### src/rtl/bcc_map.svh
// Purpose: offsets, fields, reset values and timing of the charger control
// Assumes: 32-bit apb words, byte addresses = 4 * register index
// Notes: definitions only
`ifndef BCC_MAP_SVH
`define BCC_MAP_SVH
`define BCC_IDX_CTRL1 3'h1
`define BCC_IDX_FLOAT 3'h2
`define BCC_IDX_CURR 3'h4
`define BCC_IDX_RECH 3'h7
`define BCC_IDX_STAT 3'h0
`define BCC_RST_CTRL1 8'h40
`define BCC_RST_FLOAT 8'h00
`define BCC_RST_CURR 8'h00
`define BCC_RST_RECH 8'h00
`define BCC_CE_BIT 2
`define BCC_HZ_BIT 1
`define BCC_BOOST_BIT 0
`define BCC_TE_BIT 3
`define BCC_CLK_MHZ 125
`define BCC_VALID_MS 30
`define BCC_DONE_MS 30
`define BCC_ST_READY 2'h0
`define BCC_ST_CHARGING 2'h1
`define BCC_ST_DONE 2'h2
`define BCC_ST_FAULT 2'h3
`endif

### src/rtl/bcc_pkg.sv
// Purpose: types of the charger control
// Assumes: nothing
// Notes: gray-coded charge sequence
package bcc_pkg;
  typedef enum logic [2:0] {
    BCC_IDLE = 3'h0,
    BCC_VALIDATE = 3'h1,
    BCC_PRECHARGE = 3'h3,
    BCC_FASTCHG = 3'h2,
    BCC_DONECHK = 3'h6,
    BCC_DONE = 3'h7,
    BCC_HIZ = 3'h5
  } bcc_state_t;
endpackage

### src/rtl/bcc_charger_ctrl.sv
// Purpose: register file and charge sequencer of a li-ion switching charger
// Assumes: analog comparators arrive asynchronously and are synchronised here
// Notes: apb slave, zero wait states, unmapped reads give zero
//
// Summary of operation
// RL1 - three modes exist: charge, boost, and high impedance with paths off.
// RL2 - below the short-circuit threshold precharge linearly, then pwm.
// RL3 - current termination acts only when the termination enable bit is set.
// RL4 - float code 0-35 gives 4.20, 36-40 4.30, 41-43 4.35, 44-62 4.40 V.
// RL5 - charge current code 0..7 selects 37.5 to 101.8 mV sense threshold.
// RL6 - input limit code 00 100 mA, 01 500 mA, 10 800 mA, 11 no limit.
// RL7 - termination code 0..7 selects 3.1 to 25 mV sense threshold.
// RL8 - recharge offset code 0..3 selects 50, 100, 150 or 200 mV.
// RL9 - a new cycle starts when the battery falls below float minus offset.
// RL10 - a new cycle starts when supply reset clears with battery shorted.
// RL11 - clearing charge-disable or high-impedance by a write starts a cycle.
// RL12 - on termination report ready for 30 ms, then done if still connected.
// RL13 - above the supply minimum apply a load; charge after 30 ms valid.
// RL14 - supply validation runs on every start and restart of charging.
// RL15 - the host programs voltage, currents and termination by register.
// RL16 - charge-disable or high-impedance set forces high-impedance mode; with charge-disable alone boost_on still follows the boost bit.
// RL17 - leaving the valid window restarts the full validation count.
`timescale 1ns/10ps
`include "bcc_map.svh"
module bcc_charger_ctrl #(
  parameter int VALID_CYCLES = `BCC_VALID_MS * 1000 * `BCC_CLK_MHZ,
  parameter int DONE_CYCLES = `BCC_DONE_MS * 1000 * `BCC_CLK_MHZ
) (
  input wire logic pclk,
  input wire logic presetn,
  input wire logic psel,
  input wire logic penable,
  input wire logic pwrite,
  input wire logic [7:0] paddr,
  input wire logic [31:0] pwdata,
  output logic [31:0] prdata,
  output logic pready,
  output logic pslverr,
  input wire logic supply_above_min,
  input wire logic supply_overvoltage,
  input wire logic battery_below_short,
  input wire logic battery_below_recharge,
  input wire logic current_below_term,
  input wire logic battery_connected,
  output logic supply_load_on,
  output logic precharge_on,
  output logic pwm_charge_on,
  output logic boost_on,
  output logic [1:0] float_voltage_sel,
  output logic [2:0] charge_current_limit,
  output logic [1:0] input_current_limit,
  output logic [2:0] termination_current_code,
  output logic [1:0] recharge_offset
);

  ////////////////////////////////////////////////////////////////////////////
  // synchronisers for the analog comparators
  localparam int NS = 6;
  logic [NS-1:0] async_in;
  logic [NS-1:0] sync_out;
  assign async_in = {supply_above_min, supply_overvoltage,
                     battery_below_short, battery_below_recharge,
                     current_below_term, battery_connected};
  // one two-stage chain per comparator; only stage two feeds logic
  for (genvar g = 0; g < NS; g++) begin : g_sync
    logic s1_reg;
    logic s2_reg;
    always_ff @(posedge pclk or negedge presetn) begin
      if (!presetn) begin
        s1_reg <= 1'b0;
        s2_reg <= 1'b0;
      end else begin
        s1_reg <= async_in[g];
        s2_reg <= s1_reg;
      end
    end
    assign sync_out[g] = s2_reg;
  end
  logic sup_ok;
  logic bat_short;
  logic bat_rech;
  logic cur_low;
  logic bat_conn;
  logic sup_min;
  assign sup_min = sync_out[5];
  assign sup_ok = sync_out[5] & ~sync_out[4];
  assign bat_short = sync_out[3];
  assign bat_rech = sync_out[2];
  assign cur_low = sync_out[1];
  assign bat_conn = sync_out[0];

  ////////////////////////////////////////////////////////////////////////////
  // apb register file
  logic [7:0] ctrl1_reg;
  logic [7:0] float_reg;
  logic [7:0] curr_reg;
  logic [7:0] rech_reg;
  logic [1:0] stat_reg;
  logic [2:0] idx;
  logic mapped;
  logic wr_en;
  assign idx = paddr[4:2];
  // upper address bits must be zero, so aliases never reach a register
  assign mapped = (paddr[7:5] == 3'h0) && (paddr[1:0] == 2'h0) &&
                  (idx == `BCC_IDX_STAT || idx == `BCC_IDX_CTRL1 ||
                   idx == `BCC_IDX_FLOAT || idx == `BCC_IDX_CURR ||
                   idx == `BCC_IDX_RECH);
  assign wr_en = psel & penable & pwrite & mapped;

  always_ff @(posedge pclk or negedge presetn) begin
    if (!presetn) begin
      ctrl1_reg <= `BCC_RST_CTRL1;
      float_reg <= `BCC_RST_FLOAT;
      curr_reg <= `BCC_RST_CURR;
      rech_reg <= `BCC_RST_RECH;
    end else if (wr_en) begin
      // host programs every charging parameter here
      case (idx) // RL15
        `BCC_IDX_CTRL1: ctrl1_reg <= pwdata[7:0];
        `BCC_IDX_FLOAT: float_reg <= {pwdata[7:2], 2'h0};
        `BCC_IDX_CURR: curr_reg <= {1'b0, pwdata[6:4], 1'b0, pwdata[2:0]};
        `BCC_IDX_RECH: rech_reg <= {6'h00, pwdata[1:0]};
        default: ;
      endcase
    end
  end

  // zero wait states; unmapped answers with pslverr and zero data
  always_ff @(posedge pclk or negedge presetn) begin
    if (!presetn) begin
      prdata <= 32'h0000_0000;
      pready <= 1'b0;
      pslverr <= 1'b0;
    end else begin
      pready <= psel & ~penable;
      pslverr <= psel & ~penable & ~mapped;
      prdata <= 32'h0000_0000;
      if (psel && !penable && !pwrite && mapped) begin
        case (idx)
          `BCC_IDX_STAT: prdata <= {24'h000000, 2'h0, stat_reg, 4'h0};
          `BCC_IDX_CTRL1: prdata <= {24'h000000, ctrl1_reg};
          `BCC_IDX_FLOAT: prdata <= {24'h000000, float_reg};
          `BCC_IDX_CURR: prdata <= {24'h000000, curr_reg};
          `BCC_IDX_RECH: prdata <= {24'h000000, rech_reg};
          default: prdata <= 32'h0000_0000;
        endcase
      end
    end
  end

  ////////////////////////////////////////////////////////////////////////////
  // field decode
  logic [5:0] fcode;
  logic disable_req;
  logic restart_wr;
  assign fcode = float_reg[7:2];
  assign disable_req = ctrl1_reg[`BCC_CE_BIT] | ctrl1_reg[`BCC_HZ_BIT];
  // a write that clears a set disable bit and leaves both disable bits clear restarts charging
  assign restart_wr = wr_en && idx == `BCC_IDX_CTRL1 && // RL11
    ((ctrl1_reg[`BCC_CE_BIT] && !pwdata[`BCC_CE_BIT]) ||
     (ctrl1_reg[`BCC_HZ_BIT] && !pwdata[`BCC_HZ_BIT])) &&
    !pwdata[`BCC_CE_BIT] && !pwdata[`BCC_HZ_BIT];

  // codes past the last band still give the top target
  always_ff @(posedge pclk or negedge presetn) begin
    if (!presetn) begin
      float_voltage_sel <= 2'h0;
    end else begin
      if (fcode <= 6'h23) float_voltage_sel <= 2'h0; // RL4
      else if (fcode <= 6'h28) float_voltage_sel <= 2'h1;
      else if (fcode <= 6'h2B) float_voltage_sel <= 2'h2;
      else float_voltage_sel <= 2'h3;
    end
  end

  always_ff @(posedge pclk or negedge presetn) begin
    if (!presetn) begin
      charge_current_limit <= 3'h0;
      input_current_limit <= 2'h0;
      termination_current_code <= 3'h0;
      recharge_offset <= 2'h0;
    end else begin
      charge_current_limit <= curr_reg[6:4]; // RL5
      input_current_limit <= ctrl1_reg[7:6]; // RL6
      termination_current_code <= curr_reg[2:0]; // RL7
      recharge_offset <= rech_reg[1:0]; // RL8
    end
  end

  ////////////////////////////////////////////////////////////////////////////
  // charge sequencer
  bcc_pkg::bcc_state_t state_reg;
  // one timer serves both the validation and the done windows
  logic [31:0] tmr_reg;

  always_ff @(posedge pclk or negedge presetn) begin
    if (!presetn) begin
      state_reg <= bcc_pkg::BCC_IDLE;
      tmr_reg <= 32'h0000_0000;
    end else if (restart_wr) begin
      // the clearing write wins over the disable bits it replaces
      state_reg <= bcc_pkg::BCC_VALIDATE; // RL11 RL14
      tmr_reg <= 32'h0000_0000;
    end else if (disable_req) begin
      state_reg <= bcc_pkg::BCC_HIZ; // RL16
      tmr_reg <= 32'h0000_0000;
    end else begin
      case (state_reg)
        bcc_pkg::BCC_HIZ: begin
          // stays off until a clearing write restarts charging
          tmr_reg <= 32'h0000_0000;
        end
        bcc_pkg::BCC_IDLE: begin
          tmr_reg <= 32'h0000_0000;
          if (sup_min) state_reg <= bcc_pkg::BCC_VALIDATE; // RL14
        end
        bcc_pkg::BCC_VALIDATE: begin
          if (!sup_ok) begin
            // a glitch costs a full window; no partial credit is kept
            tmr_reg <= 32'h0000_0000; // RL17
            if (!sup_min) state_reg <= bcc_pkg::BCC_IDLE;
          end else if (tmr_reg >= 32'(VALID_CYCLES - 1)) begin // RL13
            tmr_reg <= 32'h0000_0000;
            state_reg <= bat_short ? bcc_pkg::BCC_PRECHARGE // RL10
                                   : bcc_pkg::BCC_FASTCHG;
          end else begin
            tmr_reg <= tmr_reg + 32'h1;
          end
        end
        bcc_pkg::BCC_PRECHARGE: begin
          if (!sup_ok) state_reg <= bcc_pkg::BCC_VALIDATE; // RL14
          else if (!bat_short) state_reg <= bcc_pkg::BCC_FASTCHG; // RL2
        end
        bcc_pkg::BCC_FASTCHG: begin
          tmr_reg <= 32'h0000_0000;
          if (!sup_ok) state_reg <= bcc_pkg::BCC_VALIDATE; // RL14
          else if (bat_short) state_reg <= bcc_pkg::BCC_PRECHARGE; // RL2
          else if (cur_low && ctrl1_reg[`BCC_TE_BIT])
            state_reg <= bcc_pkg::BCC_DONECHK; // RL3
        end
        bcc_pkg::BCC_DONECHK: begin
          if (tmr_reg >= 32'(DONE_CYCLES - 1)) begin // RL12
            tmr_reg <= 32'h0000_0000;
            state_reg <= (bat_conn && sup_ok) ? bcc_pkg::BCC_DONE
                                              : bcc_pkg::BCC_IDLE;
          end else begin
            tmr_reg <= tmr_reg + 32'h1;
          end
        end
        bcc_pkg::BCC_DONE: begin
          tmr_reg <= 32'h0000_0000;
          if (!sup_ok) state_reg <= bcc_pkg::BCC_IDLE;
          else if (bat_rech) state_reg <= bcc_pkg::BCC_VALIDATE; // RL9 RL14
        end
        default: begin
          state_reg <= bcc_pkg::BCC_IDLE;
          tmr_reg <= 32'h0000_0000;
        end
      endcase
    end
  end

  ////////////////////////////////////////////////////////////////////////////
  // mode outputs and status
  always_ff @(posedge pclk or negedge presetn) begin
    if (!presetn) begin
      supply_load_on <= 1'b0;
      precharge_on <= 1'b0;
      pwm_charge_on <= 1'b0;
    end else begin
      // load only while the supply is being qualified
      supply_load_on <= state_reg == bcc_pkg::BCC_VALIDATE && sup_min; // RL13
      precharge_on <= state_reg == bcc_pkg::BCC_PRECHARGE; // RL2
      pwm_charge_on <= state_reg == bcc_pkg::BCC_FASTCHG; // RL2
    end
  end

  // boost only while the high-impedance bit is clear; both charge paths off in high impedance
  always_ff @(posedge pclk or negedge presetn) begin
    if (!presetn) begin
      boost_on <= 1'b0;
    end else begin
      boost_on <= ctrl1_reg[`BCC_BOOST_BIT] && // RL1
                  !ctrl1_reg[`BCC_HZ_BIT] &&
                  state_reg != bcc_pkg::BCC_PRECHARGE &&
                  state_reg != bcc_pkg::BCC_FASTCHG;
    end
  end

  // status lags the state by one clock, as the mode outputs do
  always_ff @(posedge pclk or negedge presetn) begin
    if (!presetn) begin
      stat_reg <= `BCC_ST_READY;
    end else begin
      case (state_reg)
        bcc_pkg::BCC_PRECHARGE, bcc_pkg::BCC_FASTCHG:
          stat_reg <= `BCC_ST_CHARGING;
        bcc_pkg::BCC_DONE: stat_reg <= `BCC_ST_DONE; // RL12
        default: stat_reg <= `BCC_ST_READY;
      endcase
    end
  end

endmodule

### config.mk
export PLATFORM = sky130hd
export DESIGN_NAME = bcc_charger_ctrl
export DESIGN_NICKNAME = d
export VERILOG_FILES = /design/src/rtl/bcc_pkg.sv /design/src/rtl/bcc_charger_ctrl.sv
export VERILOG_INCLUDE_DIRS = /design/src /design/src/rtl
export SDC_FILE = /design/constraint.sdc
export NUM_CORES = 1
export LEC_CHECK = 0
export BUFFER_PORTS_ARGS = -buffer_cell sky130_fd_sc_hd__buf_2
export CAP_MARGIN = 5
export CORE_MARGIN = 2
export CORE_UTILIZATION = 54
export DETAILED_ROUTE_END_ITERATION = 16
export PLACE_DENSITY = 0.8
export SETUP_SLACK_MARGIN = 0.15
export SYNTH_ARGS = -nofsm -noshare
export SYNTH_HDL_FRONTEND = slang
export SYNTH_SLANG_ARGS = --single-unit
### constraint.sdc
create_clock -name pclk -period 2.57 [get_ports pclk]
set_input_delay 0.257 -clock pclk [delete_from_list [all_inputs] [get_ports pclk]]
set_output_delay 0.257 -clock pclk [all_outputs]
set_load 0.05 [all_outputs]
# [Yosys cells after proc, flatten, opt, wreduce, memory -nomap -nowiden]
# Cells that the tools add are included.
[totals] ff_bits=121 output_inout_bits=50 inputBits=51 elab_cells=132
[op_classes] n_addsub=1 mux=28 bitwise_logic=10 eq_ne=21 n_reduce_logical=37 order_cmp=4
[ops] cell="2-to-1 mux 32 bit" count=4
[ops] cell="case mux 32 bit (3 select lines)" count=1
[ops] cell="2-to-1 mux 3 bit" count=15
[ops] cell="case mux 8 bit (5 select lines)" count=1
[ops] cell="adder 32 x 1 -> 32 bit (second input constant)" count=1
[ops] cell=">= comparator 32 x 22 -> 1 bit (second input constant)" count=1
[ops] cell="case mux 3 bit (7 select lines)" count=1
[ops] cell="inequality test 5 bit (second input constant)" count=4
[ops] cell="<= comparator 6 bit (second input constant)" count=3
[ops] cell="logical AND 1 bit" count=17
[ops] cell="== test 3 bit (second input constant)" count=5
[ops] cell="== test 3 x 2 -> 1 bit (second input constant)" count=3
[ops] cell="logical NOT 3 bit" count=3
[ops] cell="2-to-1 mux 8 bit" count=1
[ops] cell="inequality test 4 bit (second input constant)" count=2
[ops] cell="AND reduction 2 bit" count=4
[ops] cell="AND reduction 8 bit" count=1
[ops] cell="AND 1 bit" count=6
[ops] cell="== test 3 x 1 -> 1 bit (second input constant)" count=2
[ops] cell="inequality test 3 x 2 -> 1 bit (second input constant)" count=2
[ops] cell="inequality test 3 bit (second input constant)" count=2
[ops] cell="inequality test 6 bit (second input constant)" count=1
[ops] cell="logical NOT 1 bit" count=5
[ops] cell="logical OR 1 bit" count=5
[ops] cell="other kinds (7)" count=11

# [Depth between registers and ports, before layout]
# Gate-level depths: netlist (run 1).
[depth] depth_word=13 ltp_mapped=9

# [Worst setup path after synthesis (run 1)]
# OpenSTA, ideal clock, no wires.
[synth_timing] path_kind="register to register" startpoint="reg tmr_reg[0]" endpoint="reg state_reg[0]" path_stages_with_launch=9 slack_ps=732 setup_ps=125 required_time_ps=2445 arrival_ps=1713 period_less_slack_ps=1838 cell_sequence="dfrtp_1 -> ha_1 -> a31oi_1 -> nor3_1 -> o21ai_1 -> and4_1 -> buf_4 -> a21o_1 -> mux2_4"
[synth_between] elab_chain_len=3 elab_cells_between_ends=4 cone_classes="1 x order compare; 2 x eq/ne; 1 x reduce/logical"
[synth_lines] element="from (decl)" line="bcc_charger_ctrl.sv:194" text="logic [31:0] tmr_reg;"
[synth_lines] element="from (signal assigned)" line="bcc_charger_ctrl.sv:227" text="tmr_reg <= tmr_reg + 32'h1;"
[synth_lines] element="from (signal assigned)" line="bcc_charger_ctrl.sv:247" text="tmr_reg <= tmr_reg + 32'h1;"
[synth_lines] element=">= comparator 32 x 22 -> 1 bit *" line="bcc_charger_ctrl.sv:222, bcc_charger_ctrl.sv:242"
[synth_lines] element="inequality test 5 bit (no source line) / inequality test 4 bit (equally long branches)"
[synth_lines] element="AND reduction 8 bit (no source line) *"
[synth_lines] element="to (signal assigned)" line="bcc_charger_ctrl.sv:221" text="if (!sup_min) state_reg <= bcc_pkg::BCC_IDLE;"
[synth_lines] element="to (signal assigned)" line="bcc_charger_ctrl.sv:224" text="state_reg <= bat_short ? bcc_pkg::BCC_PRECHARGE"
[synth_lines] element="to (signal assigned)" line="bcc_charger_ctrl.sv:244" text="state_reg <= (bat_conn && sup_ok) ? bcc_pkg::BCC_DONE"
[synth_lines] element="to (decl)" line="bcc_charger_ctrl.sv:192" text="bcc_pkg::bcc_state_t state_reg;"
# Mark *: on every way between the ends. The rest lies on a longest branch, timed or not.
# A chain may end at the register's enable or synchronous reset.

# [Worst setup path in the final report (run 1)]
[layout_timing] startpoint="reg tmr_reg[0]" endpoint="reg state_reg[1]"
# Same word-level chain as after synthesis.

==> results of run 1 <==
-- per-layer routing --
metal,vias to the layer above,share of wire,GRT usage
met5,-,0,0
met4,0,0.023,0.109
met3,16,0.071,0.0441
met2,123,0.48,0.315
met1,1596,0.43,0.263
li1,1508,-,-
-- cell usage in the layout (no fill, tap or decap), types with 4 or more instances in the layout --
cell type and count:
a21oi_1 15, a22oi_1 7, a31oi_1 21, and2_1 15
and3_1 9, buf_2 51, buf_4 5, clkbuf_8 9
conb_1 24, dfrtp_1 96, dlygate4sd3_1 7, inv_1 6
mux2_2 22, nand2_1 37, nand2b_1 6, nand3_1 18
nand4_1 4, nor2_1 33, nor2b_1 6, nor3_1 8
nor4_1 8, o21ai_0 10
-- layout make-up --
type	instances	area share
Multi-Input combinational cell	284	0.354
Timing Repair Buffer	64	0.0789
Tap cell	102	0.0263
Clock inverter	5	0.00800
Sequential cell	97	0.501
Clock buffer	11	0.0271
Inverter	6	0.00464
-- final timing paths --
check | start | end | slack (ns) | depth (start not counted)
worst max register to register | tmr_reg[0] | state_reg[1] | 0.49 | 8
worst min-delay path | pwdata[7] | ctrl1_reg[7] | 0.14 | 2
worst max-delay path | tmr_reg[0] | state_reg[1] | 0.49 | 8
min in group asynchronous | presetn | ctrl1_reg[7] | 0.44 | 2
worst min register to register | g_sync[3].s1_reg | bat_short | 0.35 | 0
max in group asynchronous | presetn | ctrl1_reg[6] | 1.44 | 3
-- cell families (layout without fill, tap and decap cells) --
kind of cell | count (synthesis) | in the layout | synth area share
fa+ha+maj | 2 | 2 | 0.00747
buf+inv | 47 | 86 | 0.0681
compound gates | 77 | 77 | 0.114
flops | 97 | 97 | 0.557
simple gates | 155 | 155 | 0.184
other cells | 1 | 24 | 0.000861
mux | 26 | 26 | 0.0684
-- power breakdown --
part,leakage (nW),internal [mW],switching [mW]
registers,1.31,1.59,0.0595
clock network,0.0843,0.360,0.525
logic,0.961,0.166,0.425
-- timing repair --
action,in CTS,in global routing
hold buffers,7,0
setup endpoints to repair,0,0
endpoints found under the hold margin,55,0
==> metrics.md, run 1 <==
| Metric | Value |
|---|---|
| Critical Path Max Stage Delay | 0.41 ns |
| Max Freq | 480 MHz |
| # rows | 32 |
| P&R area growth vs syn | 11.3% |
| Initial antenna violation count | 0 |
| First-pass GRT wire length | 13900 um |
| Root Buffer | clkbuf_8 |
| Final slew viol count | 0 |
| Total gr overflow | 0 |
| Max reg flops | 32 |
| Mapped Cells | 405 |
| Crit path time final | 2.08 ns |
| Total Routed Length | 8050 um |
| Worst-skew pair later-pin latency | 0.37 ns |
| Worst-path clk slew | 0.09 ns |
| Data required, critical path | 2.83 ns |
| Overall power | 3.12 mW |
| Setup TNS | 0 ns |
| Critical Path End Type | flop |
| Fillers | 623 |
| Synth warn | 0 |
| Final Hold Vio Count | 0 |
| Setup repair after global routing missed its margin | no |
| Cell area after placement | 4610 sq um |
| Placed insts | 546 |
| Setup Slack @ Placement | 0.483 ns |
| Worst hold path type | in -> reg |
| Routed len/inst | 14.1 um |
| CP Class | reg -> reg |
| Final worst-path cycle share | 0.811 |
| Max-cap violations | 0 |
| Cells along the critical path | ha_1 > a31oi_1 > nor3_1 > o21ai_1 > and4_1 > buf_4 > a211oi_1 > o22a_1 |
| Post-CTS Setup Bufs | 0 |
| Synth top cells by count | 96 x dfrtp_1, 37 x nand2_1, 33 x nor2_1, 28 x buf_4, 22 x mux2_2 |
| Synth Register Bits | 97 |
| Clock Skew | 0.00680 ns |
| Die height | 93.8 um |
| Antenna Nets Post-Route | 0 |
| Non-Filler Instances | 569 |
| Initial Util | 0.561 |
| Die Span X | 93.8 um |
| Post-synth top area share | 0.551 |
| Core area | 7770 sq um |
| Via count | 3243 |
| Slew HR | 0.587 |
| CTS tree | built |
| Seq. cell area | 2430 sq um |
| Vias in the first global route | 3048 |
| N_diodes | 0 |
| Drt first pass iters | 5 |
| Max VDD drop | 0.370 mV |
| Sequential fraction of the synthesis area | 0.557 |
| Post-synth EDFFs | 0 |
| Number of port buffers | 52 |
| Slew @ Worst Pin | 0.617 ns |
| Final RePlAce weighted congestion | 0.860 |
| Share of layout cells above drive strength 1 | 0.214 |
| Yosys cell types | 50 |
| DRT iter0 DRCs | 170 |
| Final net count | 515 |
| H-tree depth | 3 |
| # DRC | 0 |
| Asr flop ratio synth | 1.00 |
| TritonCTS Buffers | 9 |
| Leakage power | 2.36 nW |
| Mean Syn Cell Area | 10.8 sq um |
| Vias per inst | 5.70 |
| Top-count cell post-synth | dfrtp_1 |
| TritonCTS Sinks | 97 |
| Synthesized area | 4360 sq um |
| Post-route setup slack | 0.487 ns |
| Pin count of the biggest net entering global routing | 51 |
| Hold WS | 0.137 ns |
| Status | complete, no violations |
| Pwr per Cell Area | 643 nW/um^2 |
| Die area | 8800 sq um |
| Main synth FF type | dfrtp_1 |
| Synth area leaders | dfrtp_1 55%, mux2_2 5.7%, buf_4 4.8%, nand2_1 3.2%, a31oi_1 3.0% |
| I/O pins | 101 |
| CP bufs+invs | 1 |
| Fin util | 0.624 |
| CP arrival | 2.34 ns |
| GRT Total Usage | 0.202 |
| Setup Viol. Count Final | 0 |
| Kind of start point of the critical path | flop |
| CP max-delay cell | dfrtp_1 |
| Post-CTS resize count | 0 |
| Post-DP HPWL | 5640 um |
| Worst-case clock buffer depth | 2 |
| Worst-path fanout max | 15 |
| Synth area leader | dfrtp_1 |
| Cell family with most CP delay | compound AO/OA/AOI/OAI gates |
| Multi-input logic area | 1720 sq um |
| Final Cell Area | 4850 sq um |
Power figures use the tool's default switching activity.
==> run 2, diff against run 1 <==
- CORE_UTILIZATION: 54 -> 48
- PLACE_DENSITY: 0.8 -> 0.75
- clock period: 2.57 -> 1.8 ns (I/O delays scaled with it)
==> run 2 against run 1 <==
  * The flow now finishes with violations (setup timing)
  * Routed wire length rose by 15%
  * Hold slack got worse by 0.10 ns
  * Total power increased by 57%
  * Sequential share of layout area decreased by 6.2 points
  * Register-to-register slack got worse by 0.52 ns
  * Largest cell class unchanged
  * Maximum frequency grew 14%
  * Design area increased by 14%
  * Core utilization grew 0.67 points
  * Combinational power increased by 96%
  * Setup slack worse by 0.52 ns
  * Clock-buffer cell count fell by 2
==> metrics.md, run 2 (synthesis results as in run 1) <==
| Metric | Value |
|---|---|
| CP Class | reg -> reg |
| Violated checks | setup timing |
| P&R area growth vs syn | 26.9% |
| Capturing point of the worst reg2reg path | state_reg[0] |
| Final Hold Vio Count | 0 (unchanged) |
| Max Freq | 545 MHz (+14%) |
| I/O pins | 101 (unchanged) |
| CP arrival | 2.10 ns (-0.24 ns) |
| Critical Path End Type | flop |
| Setup Slack @ Placement | -0.137 ns (-0.620 ns) |
| GRT Total Usage | 0.193 (-0.00885) |
| Post-route setup slack | -0.0352 ns (-0.522 ns) |
| Total gr overflow | 0 (unchanged) |
| Reg2Reg Depth | 5 (-3) |
| Antenna Nets Post-Route | 0 (unchanged) |
| Slew HR | 0.575 (-0.0120) |
| Hold wc startpoint | pwdata[7] |
| Vias per inst | 5.39 (-5.4%) |
| Root Buffer | clkbuf_8 |
| Max reg flops | 32 (unchanged) |
| Share of layout cells above drive strength 1 | 0.365 (+0.151) |
| Commonest cells after routing, fill and taps aside | 96 x dfrtp_1, 64 x buf_4, 51 x buf_2 |
| Final worst-path cycle share | 1.02 (+0.209) |
| Cells along the critical path | nor4_2 > and3_4 > and4_4 > a21o_1 > mux2_4 |
| TritonCTS Sinks | 97 (unchanged) |
| Worst hold path type | in -> reg |
| Final RePlAce weighted congestion | 0.824 (-4.2%) |
| Worst-case clock buffer depth | 2 (unchanged) |
| Die height | 99.3 um (+5.8%) |
| Data required, critical path | 2.07 ns (-0.76 ns) |
| Worst-path fanout max | 6 (-9) |
| Pin count of the biggest net entering global routing | 50 (-2.0%) |
| Slew @ Worst Pin | 0.634 ns (+0.0179 ns) |
| Setup repair after global routing missed its margin | yes |
| Final Cell Area | 5530 sq um (+14%) |
| Multi-input logic area | 1860 sq um (+8.0%) |
| Worst hold path depth | 2 (unchanged) |
| Worst-skew pair later-pin latency | 0.38 ns (about the same) |
| Total Routed Length | 9260 um (+15%) |
| # rows | 34 (+6.3%) |
| CP max-delay cell | dfrtp_1 |
| Setup Viol. Count Final | 2 (+2) |
| Reg-to-Reg Start | ctrl1_reg[2] |
| Critical Path Max Stage Delay | 0.40 ns (about the same) |
| Pwr per Cell Area | 885 nW/um^2 (+38%) |
| Cell area after placement | 5040 sq um (+9.3%) |
| First-pass GRT wire length | 15100 um (+8.4%) |
| CP startpoint | ctrl1_reg[2] |
| # DRC | 0 (unchanged) |
| Core area | 8760 sq um (+13%) |
| Final net count | 579 (+12%) |
| Number of port buffers | 52 (unchanged) |
| Drt first pass iters | 4 (-1) |
| Initial antenna violation count | 0 (unchanged) |
| Leakage power | 2.72 nW (+15%) |
| TritonCTS Buffers | 9 (unchanged) |
| Kind of start point of the critical path | flop |
| H-tree depth | 3 (unchanged) |
| Reg2Reg Setup Slack | -0.04 ns (-0.52 ns) |
| N_diodes | 0 (unchanged) |
| Worst-path clk slew | 0.11 ns (+0.02 ns) |
| Clock Skew | 0.0131 ns (+0.00632 ns) |
| Vias in the first global route | 3243 (+6.4%) |
| Initial Util | 0.497 (-0.0637) |
| Crit path time final | 1.84 ns (-0.248 ns) |
| Max VDD drop | 0.558 mV (+51%) |
| Status | finished, violations left |
| Die Span X | 99.3 um (+5.8%) |
| Max-cap violations | 0 (unchanged) |
| Overall power | 4.89 mW (+57%) |
| Hold path endpoint | ctrl1_reg[7] |
| Final slew viol count | 0 (unchanged) |
| Die area | 9850 sq um (+12%) |
| CTS tree | built |
| Fillers | 668 (+7.2%) |
| Via count | 3447 (+6.3%) |
| Post-DP HPWL | 6450 um (+14%) |
| Routed len/inst | 14.5 um (+2.5%) |
| DRT iter0 DRCs | 138 (-19%) |
| Seq. cell area | 2430 sq um (unchanged) |
| Commonest non-fill, non-tap cell in the layout | dfrtp_1 |
-- run 2: report_power, final --
part	total (mW)	switching [mW]	internal (mW)	leakage [nW]
clock network	1.40	0.851	0.547	0.0981
logic	1.16	0.710	0.446	1.31
registers	2.34	0.0766	2.26	1.31
-- run 2: how the worst max path moves through the flow --
stage                         to
finish              state_reg[0]
floorplan           state_reg[0]
global route        state_reg[0]
detailed placement  state_reg[1]
CTS                 state_reg[0]
global placement    state_reg[1]
-- run 2: layer usage --
metal | up-vias | wire (um) | GRT usage | part of all wire
li1 | 1639 | - | - | -
met4 | 0 | 174 | 0.0864 | 0.019
met1 | 1698 | 3960 | 0.247 | 0.43
met2 | 93 | 4720 | 0.321 | 0.51
met5 | - | 0 | 0 | 0
met3 | 17 | 408 | 0.0358 | 0.044
-- run 2: critical path: cells and delay by family, from the launching register on --
family,cells,cell delay (ns)
flip-flops,1,0.40
AO/OA/AOI/OAI,1,0.18
AND/OR/NAND/NOR,3,0.84
multiplexers,1,0.31
-- run 2: per-stage QoR --
| step | setup TNS, ns | cells | util | hold slack (ns) |
|---|---|---|---|---|
| floorplan | 0 | 428 | - | -0.116 |
| global placement | -0.568 | 605 | 0.575 | 0.121 |
| detailed placement | -1.76 | 605 | 0.575 | 0.126 |
| CTS | -0.0299 | 638 | 0.619 | 0.0223 |
| global route | -0.890 | 639 | 0.631 | 0.0162 |
| finish | -0.0670 | 639 | 0.631 | 0.0350 |
-- run 2: cell type report --
cell class | count | share of cell area
flip-flops and latches | 97 | 0.439
multi-input cells | 284 | 0.336
repair buffers | 128 | 0.161
well taps | 108 | 0.0244
clock buffers | 9 | 0.0224
clock inverters | 7 | 0.0136
inverters | 6 | 0.00407
-- run 2: what timing repair did --
action | in CTS | in global routing
setup buffers | 10 | 1
endpoints found under the hold margin | 33 | 0
setup endpoints to repair | 25 | 34
hold buffers | 7 | 0
pin swaps | 11 | 11
resized for setup | 14 | 22
==> run 3, diff against run 2 <==
- ABC_AREA: default -> 1
- CORE_UTILIZATION: 48 -> 49
- PLACE_DENSITY: 0.75 -> 0.76
- SKIP_LAST_GASP: default -> 1
- TNS_END_PERCENT: default -> 10
==> run 3 against run 2 <==
  * The run now ends clean
  * Routed wire length up 15%
  * Clock-buffer cell count is the same
  * Sequential power barely moved
  * Largest cell class unchanged
==> metrics.md, run 3 <==
| Metric | Value |
|---|---|
| Initial antenna violation count | 0 (unchanged) |
| Core area | 9150 sq um (+4.4%) |
| Max reg flops | 32 (unchanged) |
| DRT iter0 DRCs | 230 (+67%) |
| Pwr per Cell Area | 891 nW/um^2 (+0.64%) |
| Synth warn | 0 (unchanged) |
| # rows | 35 (+2.9%) |
| TritonCTS Sinks | 97 (unchanged) |
| GRT met1 Usage | 0.261 (+0.0148) |
| CTS tree | built |
| Crit path time final | 1.66 ns (-0.172 ns) |
| Synth top cells by count | 124 x nand2_1, 96 x dfrtp_1, 69 x inv_1, 44 x nor2_1, 32 x nand3_1 |
| Worst-path clk slew | 0.10 ns (about the same) |
| H-tree depth | 3 (unchanged) |
| Cell area after placement | 5030 sq um (-0.20%) |
| Gr busiest metal | met2 |
| Commonest cells after routing, fill and taps aside | 119 x nand2_1, 95 x dfrtp_1, 66 x inv_1 |
| Final RePlAce weighted congestion | 0.922 (+12%) |
| Setup TNS | 0 ns (+0.0670 ns) |
| Main synth FF type | dfrtp_1 |
| Via count | 3963 (+15%) |
| Mean Syn Cell Area | 8.63 sq um (-20%) |
| Routed len/inst | 14.4 um (-0.83%) |
| Commonest non-fill, non-tap cell in the layout | nand2_1 |
| Mapped Cells | 529 (+31%) |
| Placed insts | 706 (+17%) |
| Final net count | 677 (+17%) |
| Met2 Usage GRT | 0.345 (+0.0237) |
| Max Freq | 601 MHz (+10%) |
| Synthesized area | 4570 sq um (+4.8%) |
| Final Hold Vio Count | 0 (unchanged) |
| Share of layout cells above drive strength 1 | 0.234 (-0.132) |
| Initial Util | 0.499 (+0.00169) |
| Hold WS | 0.0203 ns (-0.0147 ns) |
| I/O pins | 101 (unchanged) |
| Max-cap violations | 0 (unchanged) |
| Synth area leaders | dfrtp_1 53%, nand2_1 10%, inv_1 5.7%, buf_4 4.1%, nor2_1 3.6% |
| Worst-case clock buffer depth | 2 (unchanged) |
| Final worst-path cycle share | 0.924 (-0.0955) |
| CP Class | reg -> reg |
| Vias per inst | 5.36 (-0.72%) |
| Setup Viol. Count Final | 0 (-2) |
| Critical Path End Type | flop |
| Most frequent cell on the critical path | nand2_1 |
| Clock Skew | 0.0140 ns (+0.000831 ns) |
| P&R area growth vs syn | 21.3% |
| Critical Path Max Stage Delay | 0.45 ns (+0.05 ns) |
| Fin util | 0.605 (-0.0260) |
| Max VDD drop | 0.675 mV (+21%) |
| Post-synth top area share | 0.526 (-0.0252) |
| Sequential fraction of the synthesis area | 0.532 (-0.0255) |
| Yosys cell types | 37 (-26%) |
| Switching share of power | 0.338 (+0.00337) |
| Data required, critical path | 2.12 ns (+0.05 ns) |
| Switching power | 1.67 mW (+1.8%) |
| TritonCTS Buffers | 9 (unchanged) |
| Number of port buffers | 52 (unchanged) |
| Slew HR | 0.612 (+0.0373) |
| Setup Slack @ Placement | 0.0612 ns (+0.198 ns) |
| Top-count cell post-synth | nand2_1 |
| Kind of start point of the critical path | flop |
| Worst-skew pair later-pin latency | 0.38 ns (about the same) |
| Non-Filler Instances | 740 (+16%) |
| Leakage power | 2.76 nW (+1.5%) |
| Pin count of the biggest net entering global routing | 43 (-14%) |
| Antenna Nets Post-Route | 0 (unchanged) |
| N_diodes | 0 (unchanged) |
| Setup repair after global routing missed its margin | yes |
| Reg power frac | 0.473 (-0.005) |
| CP max-delay cell | dfrtp_1 |
| Post-route setup slack | 0.137 ns (+0.172 ns) |
| Post-synth EDFFs | 0 (unchanged) |
| Asr flop ratio synth | 1.00 (unchanged) |
| Die Span X | 101 um (+1.3%) |
| Worst hold path type | in -> reg |
| Synth area leader | dfrtp_1 |
| Overall power | 4.93 mW (+0.77%) |
| Root Buffer | clkbuf_8 |
| First-pass GRT wire length | 16400 um (+8.5%) |
| Fillers | 745 (+12%) |
| Worst-path fanout max | 6 (unchanged) |
| GRT Total Usage | 0.206 (+0.0134) |
| Vias in the first global route | 3653 (+13%) |
| Total gr overflow | 0 (unchanged) |
| Comb pwr share | 0.213 (-0.023) |
| # DRC | 0 (unchanged) |
| Synth Register Bits | 97 (unchanged) |
| Die height | 101 um (+1.3%) |
| Global Route met3 Usage | 0.0430 (+0.00716) |
| Clock power frac | 0.314 (+0.028) |
| Total Routed Length | 10600 um (+15%) |
| Die area | 10100 sq um (+2.5%) |
| Cells along the critical path | inv_2 > nor2_4 > nand2_2 > nand2_1 > a21oi_4 > nand3_4 > buf_12 > nand2_2 > nand2_1 > nand2_1 |
| Reg2Reg Setup Slack | 0.14 ns (+0.17 ns) |
| Status | complete, no violations |
| Pint | 3.27 mW (+0.26%) |
| Drt first pass iters | 5 (+1) |
| Post-DP HPWL | 7220 um (+12%) |
| CP arrival | 1.99 ns (-0.11 ns) |
| Final Cell Area | 5540 sq um (+0.14%) |
| Slew @ Worst Pin | 0.581 ns (-0.0532 ns) |
| Final slew viol count | 0 (unchanged) |
run 3: changes by cell type in the layout (fill, tap and decap cells not counted), moves of 7 or more:
cell	before	now
a31oi_1	19	7
and2_1	14	0
and3_1	7	0
buf_4	64	27
inv_1	6	66
mux2_2	22	1
nand2_1	36	119
nand3_1	16	29
nand4_1	4	18
nor2_1	32	41
o21ai_0	7	28
o22ai_1	0	10
xor2_1	0	7
run 3: cell type report:
cell class,count,area (sq um),area share
Sequential cell,97,2430,0.439
Multi-Input combinational cell,351,1830,0.331
Timing Repair Buffer,92,639,0.115
Inverter,73,277,0.0499
Tap cell,111,139,0.0251
Clock buffer,9,124,0.0224
Clock inverter,7,95.1,0.0172
run 3: cells by family after synthesis:
logic type | Yosys count | share of synthesized area
DFF | 97 | 0.532
buffers and inverters | 104 | 0.110
adders and majority gates | 2 | 0.00712
other | 1 | 0.000821
xor gates and xnor gates | 7 | 0.0134
AOI/OAI and AO/OA | 68 | 0.0888
and+or+nand+nor | 248 | 0.243
muxes | 2 | 0.00466
run 3: critical path, delay by kind of cell (launching register included):
family / cells / cell delay (ns)
AND/OR/NAND/NOR: 7 / 0.63
flip-flops: 1 / 0.45
buffers and inverters: 2 / 0.31
AO/OA/AOI/OAI: 1 / 0.22
run 3: repair_timing:
item / in CTS / in global routing
endpoints found under the hold margin: 47 / 0
setup endpoints to repair: 25 / 27
cloned: 0 / 2
setup buffers: 1 / 7
pin swaps: 1 / 9
hold buffers: 8 / 0
gates resized for setup: 4 / 28
run 3: path summary, 6_finish.rpt:
kind                                        from  depth (start not counted)                to
worst min register to register  g_sync[5].s1_reg                          0  g_sync[5].s2_reg
worst min-delay path                   pwdata[3]                          3      ctrl1_reg[3]
worst max register to register      state_reg[1]                         10      state_reg[0]
max in group asynchronous                presetn                          3       tmr_reg[27]
min in group asynchronous                presetn                          2           cur_low
worst max-delay path                state_reg[1]                         10      state_reg[0]
run 3: power by group through the flow:
stage / Clock, mW / Sequential (mW) / Combinational [mW]
floorplan: 0 / 2.47 / 0.540
global placement: 0 / 2.36 / 0.838
detailed placement: 0 / 2.37 / 0.870
CTS: 1.56 / 2.33 / 0.897
global route: 1.67 / 2.34 / 1.12
finish: 1.55 / 2.33 / 1.05
run 3: metal layers:
layer / vias up / part of all wire
li1: 1856 / -
met1: 1878 / 0.41
met2: 192 / 0.49
met3: 37 / 0.069
met4: 0 / 0.029
met5: - / 0
